<file path="src/verilog/vmc_pkg.sv">
/*
 Shared constants for the code monitor and its host end: register offsets,
 field positions, reset values, decode weights and timing counts.
 Assumes a 200 MHz clock shared by both ends.
*/
`default_nettype none
package vmc_pkg;
   // ------------------------------------------------------------
   // Timing
   // ------------------------------------------------------------
   localparam int CLK_MHZ = 200;
   localparam int SAMPLE_US = 11;
   localparam int STABLE_US = 55;
   localparam int SAMPLE_CYC = SAMPLE_US * CLK_MHZ;
   localparam int STABLE_SAMPLES = STABLE_US / SAMPLE_US;
   localparam logic [11:0] SAMPLE_LAST = 12'(SAMPLE_CYC - 1);
   localparam logic [2:0] STABLE_CNT = 3'(STABLE_SAMPLES);
   // ------------------------------------------------------------
   // Device register offsets and fields
   // ------------------------------------------------------------
   localparam logic [7:0] A_CFG0 = 8'h00;
   localparam logic [7:0] A_PINCFG1 = 8'h10;
   localparam logic [7:0] A_CONV = 8'h16;
   localparam logic [7:0] A_BYP1 = 8'h18;
   localparam logic [7:0] A_BYP2 = 8'h19;
   localparam logic [7:0] A_DMASK = 8'h35;
   localparam logic [7:0] A_WINDOW = 8'h78;
   localparam logic [7:0] A_CODE = 8'h97;
   localparam logic [7:0] A_DSTAT = 8'hbe;
   localparam int B_TABLE_B = 6;
   localparam int B_MON_EN = 7;
   localparam int B_SINGLE = 2;
   localparam int B_MISMATCH = 6;
   localparam logic [7:0] REG_RST = 8'h00;
   localparam logic [4:0] CHAN_LAST = 5'h11;
   localparam logic [4:0] CHAN_GAP = 5'h0f;
   localparam logic [4:0] CHAN_BATT = 5'h00;
   localparam logic [3:0] LOW_MIN = 4'h1;
   // ------------------------------------------------------------
   // Voltages in units of 1.25 mV
   // ------------------------------------------------------------
   localparam logic [11:0] V_MIN = 12'd670;
   localparam logic [11:0] V_MAX = 12'd1280;
   localparam logic [11:0] BASE_A = 12'd1280;
   localparam logic [11:0] BASE_B = 12'd1280;
   localparam logic [4:0] K_MEAS = 5'd10;
   localparam logic [4:0] K_HIGH = 5'd20;
   localparam logic [4:0] K_LOW = 5'd10;
   // Weights per line, line 0 first
   localparam logic [9:0] W_A [7] = '{10'd20, 10'd48, 10'd80, 10'd160, 10'd320,
      10'd10, 10'd0};
   localparam logic [9:0] W_B [7] = '{10'd5, 10'd10, 10'd20, 10'd40, 10'd80,
      10'd160, 10'd320};
   // ------------------------------------------------------------
   // Host end registers (Wishbone byte addresses)
   // ------------------------------------------------------------
   localparam logic [7:0] H_CMD = 8'h00;
   localparam logic [7:0] H_STAT = 8'h04;
   localparam logic [7:0] H_DRIVE = 8'h08;
   localparam int H_WE_BIT = 16;

   // Scale an 8-bit value by a small factor into voltage units
   function automatic logic [12:0] vmc_scale(input logic [7:0] v, input logic [4:0] k);
      vmc_scale = 13'(v) * 13'(k);
   endfunction
endpackage
`default_nettype wire
</file>
<file path="src/verilog/vmc_link_if.sv">
/*
 Link between the code monitor and its host end: seven code lines from the
 processor and a simple request/acknowledge register port.
 Assumes one clock and one reset for both ends.
*/
`timescale 1ns/10ps
`default_nettype none
interface vmc_link_if (
   input wire logic clk, // System clock
   input wire logic nrst // Async reset, active low
);
   logic [6:0] code_line; // Code lines 0..6
   logic req;             // Register request, held until ack
   logic we;              // Request is a write
   logic [7:0] addr;      // Register offset
   logic [7:0] wdata;     // Write data
   logic ack;             // One-cycle answer
   logic [7:0] rdata;     // Read data, valid with ack
   modport dev_mp (input clk, nrst, code_line, req, we, addr, wdata,
      output ack, rdata);
   modport host_mp (input clk, nrst, ack, rdata,
      output code_line, req, we, addr, wdata);
endinterface
`default_nettype wire

</file>
<file path="src/verilog/vmc_code_decode.sv">
/*
 Turns a sampled code into the expected supply voltage, in 1.25 mV units,
 under either regulator table, clamped to the decodable span.
 Assumes a code that is stable for the caller; purely combinational.
*/
`timescale 1ns/10ps
`default_nettype none
module vmc_code_decode
   import vmc_pkg::*;
(
   input wire logic [6:0] code, // Sampled code
   input wire logic table_b,    // Second table selected
   output logic [11:0] volts    // Expected voltage
);
   logic [11:0] sum;
   logic [11:0] raw;

   // ------------------------------------------------------------
   // Weighted lookup; each set line except line 6 under the first table steps the voltage down from the base
   // ------------------------------------------------------------
   always_comb
   begin
      sum = 12'h000;
      for (int i = 0; i < 7; i++)
         if (code[i])
            sum = sum + {2'b00, (table_b ? W_B[i] : W_A[i])};
      raw = (table_b ? BASE_B : BASE_A) - sum;
      // Clamp so a stray code cannot leave the decodable span
      if (raw < V_MIN)
         volts = V_MIN;
      else if (raw > V_MAX)
         volts = V_MAX;
      else
         volts = raw;
   end
endmodule
`default_nettype wire

</file>
<file path="src/verilog/vmc_monitor.sv">
/*
 Device end of the code monitor: configuration registers, single-channel
 conversion control, divider bypass, code sampling, window compare against
 core supply channel 1, sticky mismatch status and the alert output.
 Assumes the measured supply value comes from the converter already
 settled, and that the link's register port holds req until ack.
*/
// Local design decision: the Wishbone register port.
`timescale 1ns/10ps
`default_nettype none
// Notes on behaviour
// - Bypass bits remove that channel's divider
// - Conversion bit 2 selects single-channel mode
// - Bits 7:3 pick the single channel
// - Single channel converts repeatedly, battery included
// - Host leaves pin setup alone in single mode
// - Captured code stored, readable by host
// - Pin config bit 7 enables all code lines
// - Code bits 0..6 mirror lines; bit 7 zero
// - Config bit 6 selects second table
// - Second table weights 400 down to 6.25
// - First table uses six lines, line 6 zero
// - Lines sampled every 11 us into register
// - Compare only after 55 us stable code
// - Monitoring sets supply step to 12.5 mV
// - Decoded voltage spans 0.8375 to 1.6 V
// - Window register: high and low offset nibbles
// - High is greater-than, low is less-or-equal
// - Mismatch sets status bit 6, may alert
// - Status read clears only if now matching
// - Status stays set until read and cleared
// - Mask blocks alert, status still sets
module vmc_monitor
   import vmc_pkg::*;
(
   vmc_link_if.dev_mp lnk,              // Code lines and register port
   input wire logic [7:0] core_supply,  // Measured core supply channel 1
   output logic alert_n,                // Alert, active low
   output logic [15:0] divider_bypass,  // Per-channel divider removed
   output logic single_mode,            // Converter in single-channel mode
   output logic [4:0] single_channel,   // Channel converted in single mode
   output logic channel_valid,          // Selected channel code exists
   output logic battery_continuous,     // Battery input converted nonstop
   output logic code_monitor_enable,    // Code pins claimed as inputs
   output logic core_lsb_fine           // Supply step is 12.5 mV
);
   logic clk;
   logic nrst;
   logic [7:0] cfg0_r;
   logic [7:0] pincfg1_r;
   logic [7:0] conv_r;
   logic [7:0] byp1_r;
   logic [7:0] byp2_r;
   logic [7:0] dmask_r;
   logic [7:0] window_r;
   logic [6:0] code_r;
   logic mismatch_r;
   logic ack_r;
   logic [7:0] rdata_r;
   logic [11:0] tick_r;
   logic [2:0] stable_r;
   logic armed_r;
   logic fault_r;
   logic alert_n_r;
   logic [15:0] bypass_r;
   logic single_r;
   logic [4:0] chan_r;
   logic chan_ok_r;
   logic batt_r;
   logic mon_r;
   logic take;
   logic wr;
   logic rd_status;
   logic tick;
   logic table_b;
   logic [6:0] sample;
   logic [11:0] expect_v;
   logic [12:0] meas_v;
   logic [12:0] high_v;
   logic [12:0] low_v;
   logic fault_now;

   assign clk = lnk.clk;
   assign nrst = lnk.nrst;

   // ------------------------------------------------------------
   // Register port
   // ------------------------------------------------------------
   // A request is taken once; ack drops the cycle after it was given
   assign take = lnk.req & ~ack_r;
   assign wr = take & lnk.we;
   assign rd_status = take & ~lnk.we & (lnk.addr == A_DSTAT);
   assign table_b = cfg0_r[B_TABLE_B];

   // Acknowledge and read data
   always_ff @(posedge clk or negedge nrst)
   begin
      if (!nrst)
      begin
         ack_r <= 1'b0;
         rdata_r <= REG_RST;
      end
      else
      begin
         ack_r <= take;
         if (take & ~lnk.we)
            case (lnk.addr)
               A_CFG0: rdata_r <= cfg0_r;
               A_PINCFG1: rdata_r <= pincfg1_r;
               A_CONV: rdata_r <= conv_r;
               A_BYP1: rdata_r <= byp1_r;
               A_BYP2: rdata_r <= byp2_r;
               A_DMASK: rdata_r <= dmask_r;
               A_WINDOW: rdata_r <= window_r;
               A_CODE: rdata_r <= {1'b0, code_r};
               A_DSTAT: rdata_r <= {1'b0, mismatch_r, 6'b00_0000};
               default: rdata_r <= REG_RST;
            endcase
      end
   end

   // Writable configuration; unknown offsets are ignored
   always_ff @(posedge clk or negedge nrst)
   begin
      if (!nrst)
      begin
         cfg0_r <= REG_RST;
         pincfg1_r <= REG_RST;
         conv_r <= REG_RST;
         byp1_r <= REG_RST;
         byp2_r <= REG_RST;
         dmask_r <= REG_RST;
         window_r <= REG_RST;
      end
      else if (wr)
         case (lnk.addr)
            A_CFG0: cfg0_r <= lnk.wdata;
            A_PINCFG1: pincfg1_r <= lnk.wdata;
            A_CONV: conv_r <= lnk.wdata;
            A_BYP1: byp1_r <= lnk.wdata;
            A_BYP2: byp2_r <= lnk.wdata;
            A_DMASK: dmask_r <= lnk.wdata;
            A_WINDOW: window_r <= lnk.wdata;
            default: ;
         endcase
   end

   // ------------------------------------------------------------
   // Converter and front-end control
   // ------------------------------------------------------------
   // Registered copies so every output leaves a flip-flop
   always_ff @(posedge clk or negedge nrst)
   begin
      if (!nrst)
      begin
         bypass_r <= 16'h0000;
         single_r <= 1'b0;
         chan_r <= 5'h00;
         chan_ok_r <= 1'b0;
         batt_r <= 1'b0;
         mon_r <= 1'b0;
      end
      else
      begin
         bypass_r <= {byp2_r, byp1_r};
         single_r <= conv_r[B_SINGLE];
         chan_r <= conv_r[7:3];
         chan_ok_r <= (conv_r[7:3] <= CHAN_LAST) & (conv_r[7:3] != CHAN_GAP);
         // Repeated conversion of the battery input drains the cell
         batt_r <= conv_r[B_SINGLE] & (conv_r[7:3] == CHAN_BATT);
         mon_r <= pincfg1_r[B_MON_EN];
      end
   end

   // ------------------------------------------------------------
   // Code sampling
   // ------------------------------------------------------------
   assign tick = (tick_r == SAMPLE_LAST);
   // Line 6 is grounded under the first table and reads as zero
   assign sample = {lnk.code_line[6] & table_b, lnk.code_line[5:0]};

   // Sample period counter
   always_ff @(posedge clk or negedge nrst)
   begin
      if (!nrst)
         tick_r <= 12'h000;
      else if (tick | ~mon_r)
         tick_r <= 12'h000;
      else
         tick_r <= tick_r + 12'h001;
   end

   // Stored code and stability count; arming waits for a settled code
   always_ff @(posedge clk or negedge nrst)
   begin
      if (!nrst)
      begin
         code_r <= 7'h00;
         stable_r <= 3'h0;
         armed_r <= 1'b0;
      end
      else if (!mon_r)
      begin
         code_r <= 7'h00;
         stable_r <= 3'h0;
         armed_r <= 1'b0;
      end
      else if (tick)
      begin
         code_r <= sample;
         if (sample != code_r)
            stable_r <= 3'h0;
         else if (stable_r != STABLE_CNT)
            stable_r <= stable_r + 3'h1;
         armed_r <= (sample == code_r) & (stable_r >= STABLE_CNT - 3'h1);
      end
   end

   // ------------------------------------------------------------
   // Window compare
   // ------------------------------------------------------------
   vmc_code_decode u_decode (
      .code(code_r),
      .table_b(table_b),
      .volts(expect_v)
   );

   assign meas_v = vmc_scale(core_supply, K_MEAS);
   assign high_v = vmc_scale({4'h0, window_r[7:4]}, K_HIGH);
   assign low_v = vmc_scale({4'h0, window_r[3:0]}, K_LOW);
   // Low side added to the measurement so nothing underflows
   assign fault_now = (meas_v > {1'b0, expect_v} + high_v)
      | (meas_v + low_v <= {1'b0, expect_v});

   // Fault is registered to keep the compare path short
   always_ff @(posedge clk or negedge nrst)
   begin
      if (!nrst)
         fault_r <= 1'b0;
      else
         fault_r <= armed_r & fault_now;
   end

   // Sticky status: a live fault wins over the clearing read
   always_ff @(posedge clk or negedge nrst)
   begin
      if (!nrst)
         mismatch_r <= 1'b0;
      else if (fault_r)
         mismatch_r <= 1'b1;
      else if (rd_status)
         mismatch_r <= 1'b0;
   end

   // Alert follows the unmasked status bit
   always_ff @(posedge clk or negedge nrst)
   begin
      if (!nrst)
         alert_n_r <= 1'b1;
      else
         alert_n_r <= ~(mismatch_r & ~dmask_r[B_MISMATCH]);
   end

   assign lnk.ack = ack_r;
   assign lnk.rdata = rdata_r;
   assign alert_n = alert_n_r;
   assign divider_bypass = bypass_r;
   assign single_mode = single_r;
   assign single_channel = chan_r;
   assign channel_valid = chan_ok_r;
   assign battery_continuous = batt_r;
   assign code_monitor_enable = mon_r;
   assign core_lsb_fine = mon_r;
endmodule
`default_nettype wire

</file>
<file path="src/flat_wrapper.sv">
// flat-port wrapper written by rule: the top's interface ports become plain ports
module vmc_monitor_flat import vmc_pkg::*;
  (core_supply, alert_n, divider_bypass, single_mode, single_channel, channel_valid, battery_continuous, code_monitor_enable, core_lsb_fine, clk, nrst, lnk_code_line, lnk_req, lnk_we, lnk_addr, lnk_wdata, lnk_ack, lnk_rdata);
  vmc_link_if lnk_i (.clk(clk), .nrst(nrst));
  input wire logic [7:0] core_supply;
  output logic alert_n;
  output logic [15:0] divider_bypass;
  output logic single_mode;
  output logic [4:0] single_channel;
  output logic channel_valid;
  output logic battery_continuous;
  output logic code_monitor_enable;
  output logic core_lsb_fine;
  input wire logic clk;
  input wire logic nrst;
  input wire logic [$bits(lnk_i.code_line)-1:0] lnk_code_line;
  input wire logic [$bits(lnk_i.req)-1:0] lnk_req;
  input wire logic [$bits(lnk_i.we)-1:0] lnk_we;
  input wire logic [$bits(lnk_i.addr)-1:0] lnk_addr;
  input wire logic [$bits(lnk_i.wdata)-1:0] lnk_wdata;
  output wire logic [$bits(lnk_i.ack)-1:0] lnk_ack;
  output wire logic [$bits(lnk_i.rdata)-1:0] lnk_rdata;
  assign lnk_i.code_line = lnk_code_line;
  assign lnk_i.req = lnk_req;
  assign lnk_i.we = lnk_we;
  assign lnk_i.addr = lnk_addr;
  assign lnk_i.wdata = lnk_wdata;
  assign lnk_ack = lnk_i.ack;
  assign lnk_rdata = lnk_i.rdata;
  vmc_monitor u_core (.lnk(lnk_i), .core_supply(core_supply), .alert_n(alert_n), .divider_bypass(divider_bypass), .single_mode(single_mode), .single_channel(single_channel), .channel_valid(channel_valid), .battery_continuous(battery_continuous), .code_monitor_enable(code_monitor_enable), .core_lsb_fine(core_lsb_fine));
endmodule
</file>
<file path="config.mk">
export PLATFORM = sky130hd
export DESIGN_NAME = vmc_monitor_flat
export DESIGN_NICKNAME = d
export VERILOG_FILES = /design/src/verilog/vmc_pkg.sv /design/src/verilog/vmc_link_if.sv /design/src/verilog/vmc_code_decode.sv /design/src/verilog/vmc_monitor.sv /design/src/flat_wrapper.sv
export SDC_FILE = /design/constraint.sdc
export NUM_CORES = 1
export LEC_CHECK = 0
export ABC_CLOCK_PERIOD_IN_PS = 8670
export BUFFER_PORTS_ARGS = -buffer_cell sky130_fd_sc_hd__buf_2
export CAP_MARGIN = 15
export CORE_ASPECT_RATIO = 1.25
export CORE_UTILIZATION = 55
export DETAILED_ROUTE_END_ITERATION = 8
export HOLD_SLACK_MARGIN = 0.02
export PLACE_DENSITY = 0.85
export SYNTH_ARGS = -nofsm -noshare
export SYNTH_HDL_FRONTEND = slang
export SYNTH_SLANG_ARGS = --single-unit
</file>
<file path="constraint.sdc">
create_clock -name clk -period 8.67 [get_ports clk]
set_input_delay 0.4335 -clock clk [delete_from_list [all_inputs] [get_ports clk]]
set_output_delay 0.4335 -clock clk [all_outputs]
set_load 0.01 [all_outputs]
</file>
Word level (Yosys, flattened, before mapping)
Index checks and enable logic that the tools add are counted.
Word-level totals
  input bits: 35
  output and inout bits: 36
  bits in registers: 116
Cells by class
  multipliers: 3
  add/subtract/negate cells: 11
  order comparisons: 6
  muxes and demuxes: 28
  reductions and logical operators: 11
  bitwise logic cells: 17
  equality and inequality tests: 15
Operators with widths (number)
  two-way mux 12 bit: 9
  one-hot mux 8 bit (9 select lines): 1
  equality test 8 x 5 -> 1 bit, second input constant: 4
  adder 12 x 8 -> 12 bit: 2
  adder 12 x 9 -> 12 bit: 2
  two-way mux 7 bit: 3
  two-way mux 9 bit: 2
  equality test 8 bit, second input constant: 2
  two-way mux 8 bit: 2
  AND reduction 2 bit: 8
  multiplier 4 x 3 -> 7 bit, second input constant: 2
  adder 12 x 8 -> 13 bit: 1
  adder 12 x 9 -> 13 bit: 1
  > comparator 12 x 13 -> 1 bit: 1
  <= comparator 13 x 12 -> 1 bit: 1
  adder 12 x 1 -> 12 bit, second input constant: 1
  adder 12 x 6 -> 12 bit: 1
  adder 12 x 7 -> 12 bit: 1
  equality test 12 bit, second input constant: 1
  > comparator 12 x 11 -> 1 bit, second input constant: 1
  < comparator 12 x 10 -> 1 bit, second input constant: 1
  two-way mux 3 bit: 4
  subtractor 11 x 12 -> 12 bit, first input constant: 1
  multiplier 8 x 3 -> 11 bit, second input constant: 1
  20 further kinds: 38

Logic depth before layout (Yosys ltp)
  word-level depth: 22
  gate-level depth with buffers: 47
  gate-level depth less buffers: 46

Modules after synthesis
Synthesis repeated with hierarchy kept, for this count alone.
Unflattened totals
  cell total of the unflattened synthesis: 842
  area total of the unflattened synthesis: 8594.5 sq um
By module, submodules not included
  vmc_monitor: cells an instance 622, times used 1, sequential area each 2904.0 sq um, area each 6811.5 sq um
  vmc_code_decode: cells an instance 220, times used 1, sequential area each 0.0 sq um, area each 1783.0 sq um

Worst setup path after synthesis
OpenSTA, ideal clock, no wires.
  path kind: register -> register
  start point: register u_core.cfg0_r[6]
  end point: register u_core.fault_r
  cell stages (with the launch flop): 42
  arrival time: 8.227 ns
  setup time: 0.096 ns
  data required time: 8.574 ns
  period minus slack after synthesis: 8.323 ns
  path buffers: 0
  path slack: 0.347 ns
  path through: dfrtp_1 inv_1 ha_1 mux2i_1 mux2_4 nor2_1 ha_1 nand2_1 o31ai_1 ha_1 nand2_1 mux2i_1 a311oi_1 nand2_1 nand2_1 xnor2_1 ha_1 or4_4 (+6 left out) a211o_2 a21o_1 ha_1 a21o_1 a21oi_1 o21ai_0 a21oi_1 o21bai_1 a21oi_1 xnor2_1 ha_1 nand4_1 nor2_1 and4_1 nand2_1 nand4_1 a21oi_1 o32ai_2
On the way
  word-level cells in the longest chain between the ends: 22
RTL lines
  start: declaration: line vmc_monitor.sv:49  | logic [7:0] cfg0_r;
  start signal: assignment: line vmc_monitor.sv:137  | A_CFG0: cfg0_r <= lnk.wdata;
  two-way mux 5 bit: line vmc_code_decode.sv:26  | sum = sum + {2'b00, (table_b ? W_B[i] : W_A[i])};
  two-way mux 10 bit: line vmc_code_decode.sv:25  | if (code[i])
  adder 12 x 6 -> 12 bit: line vmc_code_decode.sv:26
  two-way mux 12 bit: line vmc_code_decode.sv:25
  adder 12 x 7 -> 12 bit: line vmc_code_decode.sv:26
  two-way mux 12 bit: line vmc_code_decode.sv:25
  adder 12 x 8 -> 12 bit: line vmc_code_decode.sv:26
  two-way mux 12 bit: line vmc_code_decode.sv:25
  (+6 left out)
  subtractor 11 x 12 -> 12 bit (*): line vmc_code_decode.sv:27  | raw = (table_b ? BASE_B : BASE_A) - sum;
  > comparator 12 x 11 -> 1 bit: line vmc_code_decode.sv:31  | else if (raw > V_MAX)
  two-way mux 12 bit: line vmc_code_decode.sv:31
  two-way mux 12 bit (*): line vmc_code_decode.sv:29  | if (raw < V_MIN)
  adder 12 x 9 -> 13 bit: line vmc_monitor.sv:232  | assign fault_now = (meas_v > {1'b0, expect_v} + high_v)
  > comparator 12 x 13 -> 1 bit: line vmc_monitor.sv:232
  OR 1 bit (*): line vmc_monitor.sv:233  | | (meas_v + low_v <= {1'b0, expect_v});
  bitwise AND 1 bit (*): line vmc_monitor.sv:241  | fault_r <= armed_r & fault_now;
  end signal: assignment: line vmc_monitor.sv:241
  end: declaration: line vmc_monitor.sv:63  | logic fault_r;
Mark *: on every way between the ends. The rest lies on a longest branch, timed or not.
A chain may end at the register's enable or synchronous reset.

Worst setup path after layout
Ends and elaborated chain as after synthesis.

==> results.ini <==
[logic_synthesis]
avgSynthCellArea_um2=9.98
synth_cells=816
yosysSeqAreaShare_pct=35.6
ys_types=87
synth-seq-cells=116
ys_warn_count=0
synth_enable_flop_cells=0
synthArstFlopShare_pct=100
synth_ff_type=dfrtp_1
syn-cell-area_um2=8150

[floorplan]
num_rows=49
dieArea_um2=15300
coreArea_um2=14400
die_h_um=138
ios=71
die_w_um=111
initial_core_util_pct=56.5

[grt]
grt_max_degree=70
antenna_found_initial=2
grt_pass1_vias=6920
grt_usage_pct=27.6
grt_first_pass_wirelength_um=33900
overflow=0

[clock_tree]
clock-sinks=116
clkSlewWorstSetupHoldPaths_ns=0.05
root_buffer=clkbuf_16
clk_latency_ns=0.42
cts_buffers=17
h-tree-depth=4
cts_max_path_buffers=2
cts_tree=built

[power]
p_leak_nw=4.85
peakVddDrop_v=0.000254
p_per_area_nw_per_um2=154

[sta]
finalSetupViolCount=0
slew_headroom_pct=17.5
maxSlewViolCount=0
worst_slack_ns=0.342
period_share_pct=96.1
tightestPinTransition_ns=1.23
layout_min_cycle_time_ns=8.33
fin_worst_skew_ns=0.00679
fmax_mhz=120
finalHoldViolations=0

[critical_path]
cp_top_family=simple AND/OR/NAND/NOR gates
cpPeakStageDelay_ns=0.56
cp_num_cells=43
r2r_cells=43
required_ns=8.99
crit_path_start_kind=flip-flop
arrival_ns=8.65
crit_path_frequent_cell=nand2_1
worstSetupPathType=reg2reg
cp_num_buf_inv=2
worstSetupEndpointType=flip-flop
cp_slowest_cell=or4_4
cp_max_fo=7

[drt]
routed-via-count=6953
drt-pass1-iter-count=5
postRouteAntennaNets=0
drc=0
wire_per_inst_um=19.1
via_per_inst=6.29
drtIter0Drc=506
routed_wl_um=21100

[final_layout]
multi_input_area_um2=5220
layout.cells.non_filler=1105
finish.net_count=1032
seq_area_um2=2910
drive_gt1_share_pct=26.3
area_delta_synth_final_pct=18.8
fillers=1027
final_area_um2=9680
final_core_util_pct=67.2
largest_reg_flops=16

[placed_design]
dp_slack_ns=-0.248
placed_cell_area_um2=8760
dp_cells=1062
port_buffers=70
dp_hpwl_um=14800
gp_congestion=0.948

[status]
status=complete, no violations

[worst_hold_path]
min_path_type=in2async

[flow_run]
cap_violations=0

[report_power, final]
part	switching (mW)	internal (mW)	total [mW]
logic	0.0847	0.0608	0.145
clock network	0.259	0.521	0.780
registers	0.00797	0.552	0.560
[worst reg2reg max path: cells and delay by family (launching register included)]
kind	cells	cell delay [ns]
flip-flops	1	0.43
adder cells (fa/ha/maj)	9	2.31
AND/OR/NAND/NOR	14	2.41
XOR/XNOR	2	0.23
AO/OA/AOI/OAI	14	2.22
multiplexers	2	0.50
buffers and inverters	2	0.14
[cell usage in the layout (no fill, tap or decap), types with 7 or more instances in the layout]
cell type	count
xor2_1	17
nor2b_1	15
a21oi_1	42
buf_2	69
nand3b_1	8
a21o_1	26
nand2_1	67
buf_4	24
mux2_2	59
nand2b_1	10
and3_1	10
dfrtp_1	114
and2_1	11
mux2i_1	11
o21ai_0	22
o21bai_1	7
nand3_1	21
clkbuf_16	17
nor2_1	33
inv_1	37
ha_1	73
a22oi_1	14
nand4_1	7
xnor2_1	31
nor3_1	15
[Yosys cell counts (10+ instances only)]
cell        n  share of area (%)
a21o_1     26                2.4
a21oi_1    46                2.8
a22oi_1    14                1.3
and2_1     12               0.92
and3_1     10               0.77
clkbuf_1   12               0.55
dfrtp_1   115                 35
ha_1       79                 12
inv_1      38                1.8
mux2_2     59                8.2
mux2i_1    12                1.5
nand2_1    67                3.1
nand2b_1   10               0.77
nand3_1    22                1.4
nor2_1     36                1.7
nor2b_1    17                1.3
nor3_1     16               0.98
o21ai_0    23                1.4
xnor2_1    31                3.3
xor2_1     18                1.9
[through the flow]
stage	hold slack (ns)	TNS, ns	power (mW)
after floorplan	0.138	0	0.658
after global placement	0.390	0	0.706
after detailed placement	0.400	-0.248	0.712
after CTS	0.0327	0	1.49
after global routing	0.0746	-0.154	1.53
final	0.0278	0	1.49
[final timing paths]
path                                   from                       end  slack [ns]
hold reg to reg            u_core.byp1_r[4]  u_core.divider_bypass[4]        0.41
min in group clk                    lnk_req            u_core.lnk.ack        0.30
setup reg to reg           u_core.cfg0_r[6]            u_core.fault_r        0.34
setup / recovery           u_core.cfg0_r[6]            u_core.fault_r        0.34
max in group asynchronous              nrst          u_core.cfg0_r[6]        7.31
hold / removal                         nrst  u_core.divider_bypass[3]        0.03
[layer usage]
metal	wire length (µm)	part of all wire, %	vias to the layer above	global-route usage, %
met1	8550	41	3401	33.7
met4	778	3.7	0	12.3
met5	0	0	-	0
met3	1230	5.8	78	6.44
met2	10500	50	268	46.5
li1	-	-	3206	-
[cell families (layout without fill, tap and decap cells)]
| group | count (synthesis) | count (layout) | synth area share, % |
|---|---|---|---|
| AO/OA/AOI/OAI | 195 | 195 | 17.3 |
| XOR/XNOR | 50 | 50 | 5.47 |
| adder cells (fa/ha/maj) | 84 | 84 | 13.4 |
| buffers and inverters | 54 | 163 | 2.55 |
| flip-flops | 116 | 116 | 35.6 |
| multiplexers | 72 | 72 | 9.81 |
| other | 2 | 4 | 0.0922 |
| AND/OR/NAND/NOR | 243 | 243 | 15.7 |
[timing repair]
item	4_1_cts	5_1_grt
buffers inserted	0	10
hold buffers	0	0
gates resized for setup	3	36
endpoints found under the setup margin	1	1
pin swaps	1	16
[area by class of cell]
type / count / share of cell area (%)
multi-input combinational: 647 / 53.9
clock inverter: 14 / 2.33
timing repair buffer: 93 / 5.43
inverter: 38 / 1.47
sequential: 116 / 30.0
clock buffer: 18 / 4.54
antenna: 1 / 0.0258
tap: 178 / 2.30
No activity file was read; power rests on OpenSTA's default activity.
